## src/tcms_defs.vh

```
`ifndef TCMS_DEFS_VH
`define TCMS_DEFS_VH

// Register byte offsets on the peripheral bus.
`define TCMS_OFS_MODE_BASE 8'h00
`define TCMS_OFS_CKS_BASE 8'h20
`define TCMS_OFS_STATUS 8'h30
`define TCMS_OFS_STRIDE 8'h04

// Mode register layout and values.
`define TCMS_MODE_RESV_ONES 8'hC0
`define TCMS_MODE_RESET 6'h00
`define TCMS_BIT_BUF_B 5
`define TCMS_BIT_BUF_A 4
`define TCMS_MODE_LSB 0
`define TCMS_MODE_MSB 3
`define TCMS_CKS_RESET 3'h0
`define TCMS_CKS_MSB 2

// Channels that own general registers C and D.
`define TCMS_CD_CHANNELS 5'h19

// Operating mode codes.
`define TCMS_MD_NORMAL 4'h0
`define TCMS_MD_PWM1 4'h2
`define TCMS_MD_PWM2 4'h3
`define TCMS_MD_PHASE1 4'h4
`define TCMS_MD_PHASE2 4'h5
`define TCMS_MD_PHASE3 4'h6
`define TCMS_MD_PHASE4 4'h7
`define TCMS_MD_RSYNC 4'h8
`define TCMS_MD_CPWM_PEAK 4'hD
`define TCMS_MD_CPWM_VALLEY 4'hE
`define TCMS_MD_CPWM_BOTH 4'hF

// Clock select codes, channel 1.
`define TCMS_CK1_DIV1 3'h0
`define TCMS_CK1_DIV4 3'h1
`define TCMS_CK1_DIV16 3'h2
`define TCMS_CK1_DIV64 3'h3
`define TCMS_CK1_EXTA 3'h4
`define TCMS_CK1_EXTB 3'h5
`define TCMS_CK1_DIV256 3'h6
`define TCMS_CK1_CASCADE 3'h7

// Clock select codes, channel 2.
`define TCMS_CK2_DIV1 3'h0
`define TCMS_CK2_DIV4 3'h1
`define TCMS_CK2_DIV16 3'h2
`define TCMS_CK2_DIV64 3'h3
`define TCMS_CK2_EXTA 3'h4
`define TCMS_CK2_EXTB 3'h5
`define TCMS_CK2_EXTC 3'h6
`define TCMS_CK2_DIV1024 3'h7

// Clock select codes, channels 3 and 4.
`define TCMS_CK34_DIV1 3'h0
`define TCMS_CK34_DIV4 3'h1
`define TCMS_CK34_DIV16 3'h2
`define TCMS_CK34_DIV64 3'h3
`define TCMS_CK34_DIV256 3'h4
`define TCMS_CK34_DIV1024 3'h5
`define TCMS_CK34_EXTA 3'h6
`define TCMS_CK34_EXTB 3'h7

// Prescaler divide ratios, as counter terminal masks.
`define TCMS_PRE_MASK4 10'h003
`define TCMS_PRE_MASK16 10'h00F
`define TCMS_PRE_MASK64 10'h03F
`define TCMS_PRE_MASK256 10'h0FF
`define TCMS_PRE_MASK1024 10'h3FF

`endif

```

## src/tcms_prescaler.v

```verilog
`timescale 1ns/1ps
`include "tcms_defs.vh"

module tcms_prescaler #(
    parameter PRE_WIDTH = 10
) (
    input wire clk,
    input wire rst,
    output reg tick4,
    output reg tick16,
    output reg tick64,
    output reg tick256,
    output reg tick1024
);

    reg [PRE_WIDTH-1:0] count_reg;
    wire [PRE_WIDTH-1:0] count_next;

    assign count_next = count_reg + {{(PRE_WIDTH-1){1'b0}}, 1'b1};

    // Each tick is a one-cycle pulse when the low bits of the counter wrap.
    always @(posedge clk)
    begin
        if (rst)
        begin
            count_reg <= {PRE_WIDTH{1'b0}};
            tick4 <= 1'b0;
            tick16 <= 1'b0;
            tick64 <= 1'b0;
            tick256 <= 1'b0;
            tick1024 <= 1'b0;
        end
        else
        begin
            count_reg <= count_next;
            tick4 <= (count_reg & `TCMS_PRE_MASK4) == `TCMS_PRE_MASK4;
            tick16 <= (count_reg & `TCMS_PRE_MASK16) == `TCMS_PRE_MASK16;
            tick64 <= (count_reg & `TCMS_PRE_MASK64) == `TCMS_PRE_MASK64;
            tick256 <= (count_reg & `TCMS_PRE_MASK256) == `TCMS_PRE_MASK256;
            tick1024 <= (count_reg & `TCMS_PRE_MASK1024) == `TCMS_PRE_MASK1024;
        end
    end

endmodule // tcms_prescaler

```

## src/tcms_top.v

```verilog
// Implementation choices: the APB register port and the placing of the registers.
`timescale 1ns/1ps
`include "tcms_defs.vh"

// Overview of operation
// - Channel 1 internal rates /4 /16 /64 /256.
// - Channel 1 code 111 cascades channel 2 wrap.
// - Channels 1,2 codes 100/101 pick pins A/B.
// - Phase counting ignores channel 1/2 clock select.
// - Channel 2: /64, pin C, /1024.
// - Channels 3,4 clock table incl. pins A/B.
// - Mode bits 7,6 read one; write one.
// - Buffer B pairs B with D, D silent.
// - Buffer A pairs A with C, C silent.
// - Channels 1,2 buffer bits read zero, fixed.
// - Mode field decode; prohibited codes listed.
// - Codes 1101/1110/1111 complementary PWM transfer points.
// - Channel 3 special modes; channel 4 follows.
module tcms_top #(
    parameter NUM_CH = 5,
    parameter PRE_WIDTH = 10
) (
    input wire CLK_SYS,
    input wire RESET,
    input wire PSEL,
    input wire PENABLE,
    input wire PWRITE,
    input wire [7:0] PADDR,
    input wire [31:0] PWDATA,
    output reg [31:0] PRDATA,
    output wire PREADY,
    output wire PSLVERR,
    input wire EXT_CLK_PIN_A,
    input wire EXT_CLK_PIN_B,
    input wire EXT_CLK_PIN_C,
    input wire CH2_COUNTER_WRAP,
    output reg [3:0] COUNT_TICK,
    output reg [1:0] PHASE_COUNT_ACTIVE,
    output reg [19:0] MODE_EFFECTIVE,
    output reg [4:0] BUFFER_PAIR_A,
    output reg [4:0] BUFFER_PAIR_B,
    output reg [4:0] GENERAL_REG_C_EVENT_EN,
    output reg [4:0] GENERAL_REG_D_EVENT_EN
);

    reg [5:0] mode_reg [0:4];
    reg [2:0] cks_reg [1:4];
    reg [2:0] ext_sync1_reg;
    reg [2:0] ext_sync2_reg;
    reg [2:0] ext_prev_reg;
    reg map_hit;
    reg [31:0] rd_next;
    reg [3:0] eff_mode [0:4];
    reg [4:0] eff_buf_a;
    reg [4:0] eff_buf_b;
    reg [3:0] tick_next;
    reg ch4_follows;
    wire [2:0] ext_edge;
    wire tick4;
    wire tick16;
    wire tick64;
    wire tick256;
    wire tick1024;
    wire setup_phase;
    wire access_phase;
    integer i;

    // Mode decode, shared by every channel; only channel 3 keeps the
    // reset-synchronous and complementary codes.
    function [3:0] decode_mode;
        input [3:0] md;
        input is_ch3;
        begin
            case (md)
                `TCMS_MD_NORMAL, `TCMS_MD_PWM1, `TCMS_MD_PWM2:
                    decode_mode = md;
                `TCMS_MD_PHASE1, `TCMS_MD_PHASE2, `TCMS_MD_PHASE3, `TCMS_MD_PHASE4:
                    decode_mode = md;
                `TCMS_MD_RSYNC, `TCMS_MD_CPWM_PEAK, `TCMS_MD_CPWM_VALLEY, `TCMS_MD_CPWM_BOTH:
                    decode_mode = is_ch3 ? md : `TCMS_MD_NORMAL;
                default:
                    decode_mode = `TCMS_MD_NORMAL;
            endcase
        end
    endfunction

    function is_phase;
        input [3:0] md;
        begin
            is_phase = (md == `TCMS_MD_PHASE1) || (md == `TCMS_MD_PHASE2) ||
                (md == `TCMS_MD_PHASE3) || (md == `TCMS_MD_PHASE4);
        end
    endfunction

    function is_ch3_special;
        input [3:0] md;
        begin
            is_ch3_special = (md == `TCMS_MD_RSYNC) || (md == `TCMS_MD_CPWM_PEAK) ||
                (md == `TCMS_MD_CPWM_VALLEY) || (md == `TCMS_MD_CPWM_BOTH);
        end
    endfunction

    // Count source for channels 3 and 4.
    function pick_ch34;
        input [2:0] sel;
        input [4:0] pre;
        input [1:0] ext;
        begin
            case (sel)
                `TCMS_CK34_DIV1: pick_ch34 = 1'b1;
                `TCMS_CK34_DIV4: pick_ch34 = pre[0];
                `TCMS_CK34_DIV16: pick_ch34 = pre[1];
                `TCMS_CK34_DIV64: pick_ch34 = pre[2];
                `TCMS_CK34_DIV256: pick_ch34 = pre[3];
                `TCMS_CK34_DIV1024: pick_ch34 = pre[4];
                `TCMS_CK34_EXTA: pick_ch34 = ext[0];
                `TCMS_CK34_EXTB: pick_ch34 = ext[1];
                default: pick_ch34 = 1'b0;
            endcase
        end
    endfunction

    tcms_prescaler #(
        .PRE_WIDTH(PRE_WIDTH)
    ) u_prescaler (
        .clk(CLK_SYS),
        .rst(RESET),
        .tick4(tick4),
        .tick16(tick16),
        .tick64(tick64),
        .tick256(tick256),
        .tick1024(tick1024)
    );

    // External clock pins are synchronised, then counted on rising edges.
    genvar g;
    generate
        for (g = 0; g < 3; g = g + 1)
        begin : g_ext
            always @(posedge CLK_SYS)
            begin
                if (RESET)
                begin
                    ext_sync1_reg[g] <= 1'b0;
                    ext_sync2_reg[g] <= 1'b0;
                    ext_prev_reg[g] <= 1'b0;
                end
                else
                begin
                    ext_sync1_reg[g] <= (g == 0) ? EXT_CLK_PIN_A :
                        (g == 1) ? EXT_CLK_PIN_B : EXT_CLK_PIN_C;
                    ext_sync2_reg[g] <= ext_sync1_reg[g];
                    ext_prev_reg[g] <= ext_sync2_reg[g];
                end
            end
            assign ext_edge[g] = ext_sync2_reg[g] & ~ext_prev_reg[g];
        end
    endgenerate

    assign setup_phase = PSEL & ~PENABLE;
    assign access_phase = PSEL & PENABLE;
    assign PREADY = 1'b1;

    // Address decode and read mux; bits 7,6 of a mode register read one.
    always @*
    begin
        map_hit = 1'b0;
        rd_next = 32'h0000_0000;
        for (i = 0; i < NUM_CH; i = i + 1)
        begin
            if (PADDR == `TCMS_OFS_MODE_BASE + i[7:0] * `TCMS_OFS_STRIDE)
            begin
                map_hit = 1'b1;
                rd_next = {24'h00_0000, `TCMS_MODE_RESV_ONES | {2'b00, mode_reg[i]}};
            end
        end
        for (i = 1; i < NUM_CH; i = i + 1)
        begin
            if (PADDR == `TCMS_OFS_CKS_BASE + i[7:0] * `TCMS_OFS_STRIDE)
            begin
                map_hit = 1'b1;
                rd_next = {29'h0000_0000, cks_reg[i]};
            end
        end
        if (PADDR == `TCMS_OFS_STATUS)
        begin
            map_hit = 1'b1;
            rd_next = {24'h00_0000, ch4_follows, PHASE_COUNT_ACTIVE, COUNT_TICK, 1'b0};
        end
    end

    assign PSLVERR = access_phase & ~map_hit;

    // Read data is captured in the setup cycle and held through the access.
    always @(posedge CLK_SYS)
    begin
        if (RESET)
            PRDATA <= 32'h0000_0000;
        else if (setup_phase && !PWRITE)
            PRDATA <= rd_next;
    end

    // Register writes take effect at the access edge.
    always @(posedge CLK_SYS)
    begin
        if (RESET)
        begin
            for (i = 0; i < NUM_CH; i = i + 1)
                mode_reg[i] <= `TCMS_MODE_RESET;
            for (i = 1; i < NUM_CH; i = i + 1)
                cks_reg[i] <= `TCMS_CKS_RESET;
        end
        else if (access_phase && PWRITE)
        begin
            for (i = 0; i < NUM_CH; i = i + 1)
            begin
                if (PADDR == `TCMS_OFS_MODE_BASE + i[7:0] * `TCMS_OFS_STRIDE)
                begin
                    // Channels 1 and 2 have no C/D registers; their buffer bits stay zero.
                    if (i == 1 || i == 2)
                        mode_reg[i] <= {2'b00, PWDATA[`TCMS_MODE_MSB:`TCMS_MODE_LSB]};
                    else
                        mode_reg[i] <= PWDATA[`TCMS_BIT_BUF_B:`TCMS_MODE_LSB];
                end
            end
            for (i = 1; i < NUM_CH; i = i + 1)
            begin
                if (PADDR == `TCMS_OFS_CKS_BASE + i[7:0] * `TCMS_OFS_STRIDE)
                    cks_reg[i] <= PWDATA[`TCMS_CKS_MSB:0];
            end
        end
    end

    // Effective modes and buffer pairing; channel 4 copies channel 3 when
    // channel 3 runs a reset-synchronous or complementary mode.
    always @*
    begin
        for (i = 0; i < NUM_CH; i = i + 1)
        begin
            eff_mode[i] = decode_mode(mode_reg[i][`TCMS_MODE_MSB:`TCMS_MODE_LSB], i == 3);
            eff_buf_a[i] = mode_reg[i][`TCMS_BIT_BUF_A];
            eff_buf_b[i] = mode_reg[i][`TCMS_BIT_BUF_B];
        end
        ch4_follows = is_ch3_special(eff_mode[3]);
        if (ch4_follows)
        begin
            eff_mode[4] = eff_mode[3];
            eff_buf_a[4] = eff_buf_a[3];
            eff_buf_b[4] = eff_buf_b[3];
        end
    end

    // Count tick selection per channel.
    always @*
    begin
        tick_next = 4'h0;
        if (!is_phase(eff_mode[1]))
        begin
            case (cks_reg[1])
                `TCMS_CK1_DIV1: tick_next[0] = 1'b1;
                `TCMS_CK1_DIV4: tick_next[0] = tick4;
                `TCMS_CK1_DIV16: tick_next[0] = tick16;
                `TCMS_CK1_DIV64: tick_next[0] = tick64;
                `TCMS_CK1_EXTA: tick_next[0] = ext_edge[0];
                `TCMS_CK1_EXTB: tick_next[0] = ext_edge[1];
                `TCMS_CK1_DIV256: tick_next[0] = tick256;
                `TCMS_CK1_CASCADE: tick_next[0] = CH2_COUNTER_WRAP;
                default: tick_next[0] = 1'b0;
            endcase
        end
        if (!is_phase(eff_mode[2]))
        begin
            case (cks_reg[2])
                `TCMS_CK2_DIV1: tick_next[1] = 1'b1;
                `TCMS_CK2_DIV4: tick_next[1] = tick4;
                `TCMS_CK2_DIV16: tick_next[1] = tick16;
                `TCMS_CK2_DIV64: tick_next[1] = tick64;
                `TCMS_CK2_EXTA: tick_next[1] = ext_edge[0];
                `TCMS_CK2_EXTB: tick_next[1] = ext_edge[1];
                `TCMS_CK2_EXTC: tick_next[1] = ext_edge[2];
                `TCMS_CK2_DIV1024: tick_next[1] = tick1024;
                default: tick_next[1] = 1'b0;
            endcase
        end
        tick_next[2] = pick_ch34(cks_reg[3], {tick1024, tick256, tick64, tick16, tick4},
            ext_edge[1:0]);
        tick_next[3] = pick_ch34(ch4_follows ? cks_reg[3] : cks_reg[4],
            {tick1024, tick256, tick64, tick16, tick4}, ext_edge[1:0]);
    end

    // Registered outputs toward the counters and compare logic.
    always @(posedge CLK_SYS)
    begin
        if (RESET)
        begin
            COUNT_TICK <= 4'h0;
            PHASE_COUNT_ACTIVE <= 2'h0;
            MODE_EFFECTIVE <= 20'h0_0000;
            BUFFER_PAIR_A <= 5'h00;
            BUFFER_PAIR_B <= 5'h00;
            GENERAL_REG_C_EVENT_EN <= 5'h00;
            GENERAL_REG_D_EVENT_EN <= 5'h00;
        end
        else
        begin
            COUNT_TICK <= tick_next;
            PHASE_COUNT_ACTIVE <= {is_phase(eff_mode[2]), is_phase(eff_mode[1])};
            MODE_EFFECTIVE <= {eff_mode[4], eff_mode[3], eff_mode[2], eff_mode[1],
                eff_mode[0]};
            BUFFER_PAIR_A <= eff_buf_a;
            BUFFER_PAIR_B <= eff_buf_b;
            // Channels 1 and 2 have no C/D registers, so no events there.
            GENERAL_REG_C_EVENT_EN <= ~eff_buf_a & `TCMS_CD_CHANNELS;
            GENERAL_REG_D_EVENT_EN <= ~eff_buf_b & `TCMS_CD_CHANNELS;
        end
    end

endmodule // tcms_top

```

## config.mk

```make
export PLATFORM = sky130hd
export DESIGN_NAME = tcms_top
export DESIGN_NICKNAME = d
export VERILOG_FILES = /design/src/tcms_prescaler.v /design/src/tcms_top.v
export VERILOG_INCLUDE_DIRS = /design/src
export SDC_FILE = /design/constraint.sdc
export NUM_CORES = 1
export LEC_CHECK = 0
export BUFFER_PORTS_ARGS = -buffer_cell sky130_fd_sc_hd__buf_2
export CAP_MARGIN = 20
export CORE_ASPECT_RATIO = 2
export CORE_UTILIZATION = 28
export CTS_CLUSTER_DIAMETER = 150
export DETAILED_ROUTE_END_ITERATION = 10
export GPL_ROUTABILITY_DRIVEN = 0
export PLACE_DENSITY = 0.58
export SETUP_SLACK_MARGIN = 0.2
export SKIP_LAST_GASP = 1
export SLEW_MARGIN = 20
export SYNTH_ARGS = -nofsm -noshare
export SYNTH_HDL_FRONTEND = slang
export SYNTH_SLANG_ARGS = --single-unit
```

## constraint.sdc

```tcl
create_clock -name CLK_SYS -period 3.65 [get_ports CLK_SYS]
set_input_delay 0.1825 -clock CLK_SYS [delete_from_list [all_inputs] [get_ports CLK_SYS]]
set_output_delay 0.1825 -clock CLK_SYS [all_outputs]
set_load 0.01 [all_outputs]
```

After elaboration in Yosys (flattened, before gate mapping)
Memories as Yosys holds them, arrays and structs flattened.
Index checks and enable logic that the tools add are counted.
{ "op_classes": {"mux": 76, "bitwise_logic": 23, "addsub": 1, "n_eq_ne": 87, "reduce_logical": 30} }
{ "op_table": {"columns": ["operator", "count"], "rows": [
  ["32-bit two-way mux", 8],
  ["4-bit by 3-bit == test with 1-bit output, second input constant", 28],
  ["3-bit == test, second input constant", 16],
  ["1-bit two-way mux", 48],
  ["4-bit by 2-bit == test with 1-bit output, second input constant", 10],
  ["4-bit == test, second input constant", 9],
  ["8-bit by 6-bit == test with 1-bit output, second input constant", 4],
  ["1-bit case mux with 8 select lines", 4],
  ["6-bit two-way mux", 5],
  ["7-bit OR reduction", 4],
  ["3-bit by 2-bit == test with 1-bit output, second input constant", 8],
  ["4-bit zero test", 5],
  ["4-bit two-way mux", 5],
  ["8-bit by 4-bit == test with 1-bit output, second input constant", 2],
  ["3-bit two-way mux", 5],
  ["3-bit by 1-bit == test with 1-bit output, second input constant", 4],
  ["3-bit zero test", 4],
  ["11-bit OR reduction", 1],
  ["10-bit by 1-bit adder with 10-bit output, second input constant", 1],
  ["10-bit == test, second input constant", 1],
  ["5-bit inverter", 2],
  ["1-bit logical OR", 9],
  ["1-bit bitwise OR", 9],
  ["8-bit by 3-bit == test with 1-bit output, second input constant", 1],
  ["11 further kinds", 24]
]} }
{ "word_totals": {"regBits": 102, "ramBits": 42, "n_memories": 2, "out_inout_bits": 80} }
{ "memory_table": {"columns": ["name", "depth", "word_bits", "rd", "rd_ports_with_merged_regs", "write_ports", "line", "source"], "rows": [
  ["mode_reg", 5, 6, 5, 0, 5, "tcms_top.v:46", "reg [5:0] mode_reg [0:4];"],
  ["cks_reg", 4, 3, 4, 0, 4, "tcms_top.v:47", "reg [2:0] cks_reg [1:4];"]
]} }

Depth between registers and ports, before layout
{ "logic_depth": {"depth_word": 12, "mapped_depth": 7, "depth_no_buf": 5} }

By module
A second synthesis with hierarchy kept.
{ "hier_totals": {"hier_cells": 451, "hier_area_um2": 4765.8} }
{ "modules_own_cells": {"columns": ["mod", "cells_per_inst", "instances", "area_each_um2", "seq_area_each_um2"], "rows": [
  ["tcms_top", 397, 1, 4224.1, 2242.2],
  ["tcms_prescaler", 54, 1, 541.8, 300.3]
]} }

Worst setup path after synthesis
OpenSTA, ideal clock, no wires.
{ "synth_path": {"path_kind": "reg2reg", "from": "mem mode_reg[3][2], in the netlist mode_reg[0][20]", "to": "reg COUNT_TICK[3]", "arrival_ps": 2010, "path_stages_with_launch": 8, "slack_ps": 1536, "cell_sequence": "edfxtp_1 -> buf_6 -> or4b_4 -> buf_6 -> a21bo_1 -> a21bo_1 -> a22o_1 -> a2111oi_2"} }
{ "synth_lines": {"columns": ["element", "line", "source"], "rows": [
  ["from (decl)", "tcms_top.v:46", null],
  ["to (signal assigned)", "tcms_top.v:306", "COUNT_TICK <= tick_next;"],
  ["to (decl)", "tcms_top.v:37", "output reg [3:0] COUNT_TICK,"]
]} }

==> results.md <==
* Status: complete, no violations
* Max Slew Vio Count at 0
* Async SR Flop Fraction at 0
* Cts hold-fix bufs at 0
* Hold Crit Class: input pin to register
* Sequential Power Share at 0.537
* Vias at 3503
* H-tree levels at 3
* Chip height at between 150 and 200 µm
* DIE WIDTH at between 90 and 100 µm
* Top cell type's share of synthesized area at 0.295
* Switching power at about 0.62 mW
* Post-synth EDFFs at 38
* Most frequent cells after synthesis: dfxtp_1, nor2_1, edfxtp_1
* Largest net degree at the start of global routing at 57
* Nets@finish at between 500 and 600
* WL/cell at between 15 and 20 µm
* Overall Power at 2.47 mW
* Clock Power Share at 0.376
* CTS root buffer: clkbuf_16
* Netlist cell types at 62
* Max frequency at 0.434 GHz
* Final design utilization at 0.330
* Clk_skew at 0.00685 ns
* CTS tree: yes
* Initial Util at 0.287
* Layer with the highest usage: met2
* Placed Cells at 711
* Worst slew pin tran at 0.912 ns
* PwrDens at roughly 460 mW/mm²
* Sink Count at 107
* Die ar. at between 0.015 and 0.02 mm²
* Yosys reg bits at 107
* Main synth FF type: dfxtp_1
* Critical Path Source Type: register
* Port Buffer Count at 69
* Core box area at 0.0164 mm²
* Final hold vios at 0
* Worst slew margin at 0.385
* Global-route met2 utilization at 0.262
* Num ports at 129
* Final antenna-violating net count at 0
* Via-to-Cell Ratio at between 4 and 5
* GR Overflow Total at 0
* Residual DRC count at 0
* Critical path fanouts, max at 10
* Critical path type: register to register
* Critical Path AT at ~2.6 ns
* Seq/Total Area, Yosys at 0.538
* Post-DP HPWL at 9110 µm
* Cells after Synth at 448
* Required @ worst endpoint at 3.90 ns
* First-pass GRT wire length at 18700 µm
* Synth area leader: dfxtp_1
* Area of the mapped netlist at ~0.0047 mm²
* Diode count at 0
* Worst Setup End Kind: register
* Post-layout min period at around 2.3 ns
* Static Leak at 2.24 nW
* CTS buffer count at 9
* Cells taking the most area after synthesis: dfxtp_1, edfxtp_1, buf_4
* Clk_lat worst skew at 0.36 ns
* Buffers from clock root to sink, at most at 2
* Setup violations, final at 0
* Overall Global Routing Usage at 0.147
* CTS resizes at 0
* Int Pwr at 1.86 mW
* Most numerous cell in the Yosys netlist: dfxtp_1
* Rows at between 60 and 70
* Unrepaired setup endpoints after global routing: false
* Final worst path period share at 0.631
* Switching Share at 0.249
* Hold slack at between 0.03 and 0.04 ns
* P&R area growth vs syn at 15.1%
* Avg Synthesized Cell Area at 10.5 µm²
* # fillers at 1700
* Initial DRC Count at 241
* Max IR drop VDD at 240 µV
* Setup TNS at 0 ns
* Number of max-cap violations at 0
* Post-CTS Setup Inserts at 0
* Initial antenna violation count at 0
* Non-Filler Instances at 727
* DRT Pass-1 Iters at 5
* Post-Route WL at 11800 µm
* Share of post-route cells with drive strength above 1 at 0.205
* Largest register FFs at 26
* Vias in the first global route at 3471
* Yosys warning count at 0
* Clock slew at reported path FFs at 0.07 ns
* Combinational share of power at 0.087
* GRT met3 Usage at 0.0250
* Met1 usage at 0.151
logic make-up after synthesis:
family,Yosys count,share of synthesized area
and+or+nand+nor,162,0.183
DFF,107,0.538
AOI/OAI and AO/OA,92,0.132
buffers and inverters,64,0.0878
muxes,13,0.0411
xor gates and xnor gates,7,0.0131
other,2,0.00160
adders and majority gates,1,0.00267
through the flow:
step	worst slack, ns	area (µm²)
after floorplan	1.54	4820
after global placement	1.26	5110
after detailed placement	1.18	5110
after CTS	1.35	5400
after global routing	1.18	5400
final	1.35	5400
layer usage:
| metal | vias up | wire (µm) |
|---|---|---|
| li1 | 1671 | - |
| met3 | 32 | 669 |
| met1 | 1640 | 4300 |
| met2 | 160 | 6270 |
| met5 | - | 0 |
| met4 | 0 | 606 |
final timing paths:
path                    startpoint                to  slack [ns]  cells after the start
hold reg to reg   ext_sync1_reg[0]  ext_sync2_reg[0]        0.44                      1
setup reg to reg   mode_reg[0][20]     COUNT_TICK[3]        1.35                      5
setup / recovery   mode_reg[0][20]     COUNT_TICK[3]        1.35                      5
hold / removal       EXT_CLK_PIN_B  ext_sync1_reg[1]        0.03                      2
area by class of cell:
class                           instances  area, µm²  area share
Multi-Input combinational cell        311       1880       0.349
Timing Repair Buffer                   77        405      0.0751
Tap cell                              204        255      0.0473
Clock buffer                           10        239      0.0443
Clock inverter                          6       48.8     0.00904
Sequential cell                       107       2520       0.467
Inverter                               12       45.0     0.00834
power by group through the flow:
stage	registers [mW]	clock network [mW]	logic, mW
4_1_cts	1.33	0.951	0.216
6_report	1.33	0.930	0.215
3_5_place_dp	1.35	0	0.215
5_1_grt	1.33	1.01	0.240
2_1_floorplan	1.35	0	0.159
3_3_place_gp	1.35	0	0.212
layout by cell type, fill, tap and decap left out, types with 17 or more instances in the layout:
cell type  instances
nand2_1           25
o21ai_0           23
conb_1            36
edfxtp_1          38
buf_2             69
nor2_1            43
dfxtp_1           69
nor2b_1           17
a21oi_1           23
and2_1            22
worst max-delay path, stage by stage (launching register included):
cell and delay [ns]:
edfxtp_1 0.54, or4b_4 0.65, nand2_2 0.26, mux2i_1 0.23, a221oi_1 0.13, a2111oi_2 0.39
Note: power is estimated with default switching activity, not from simulation.
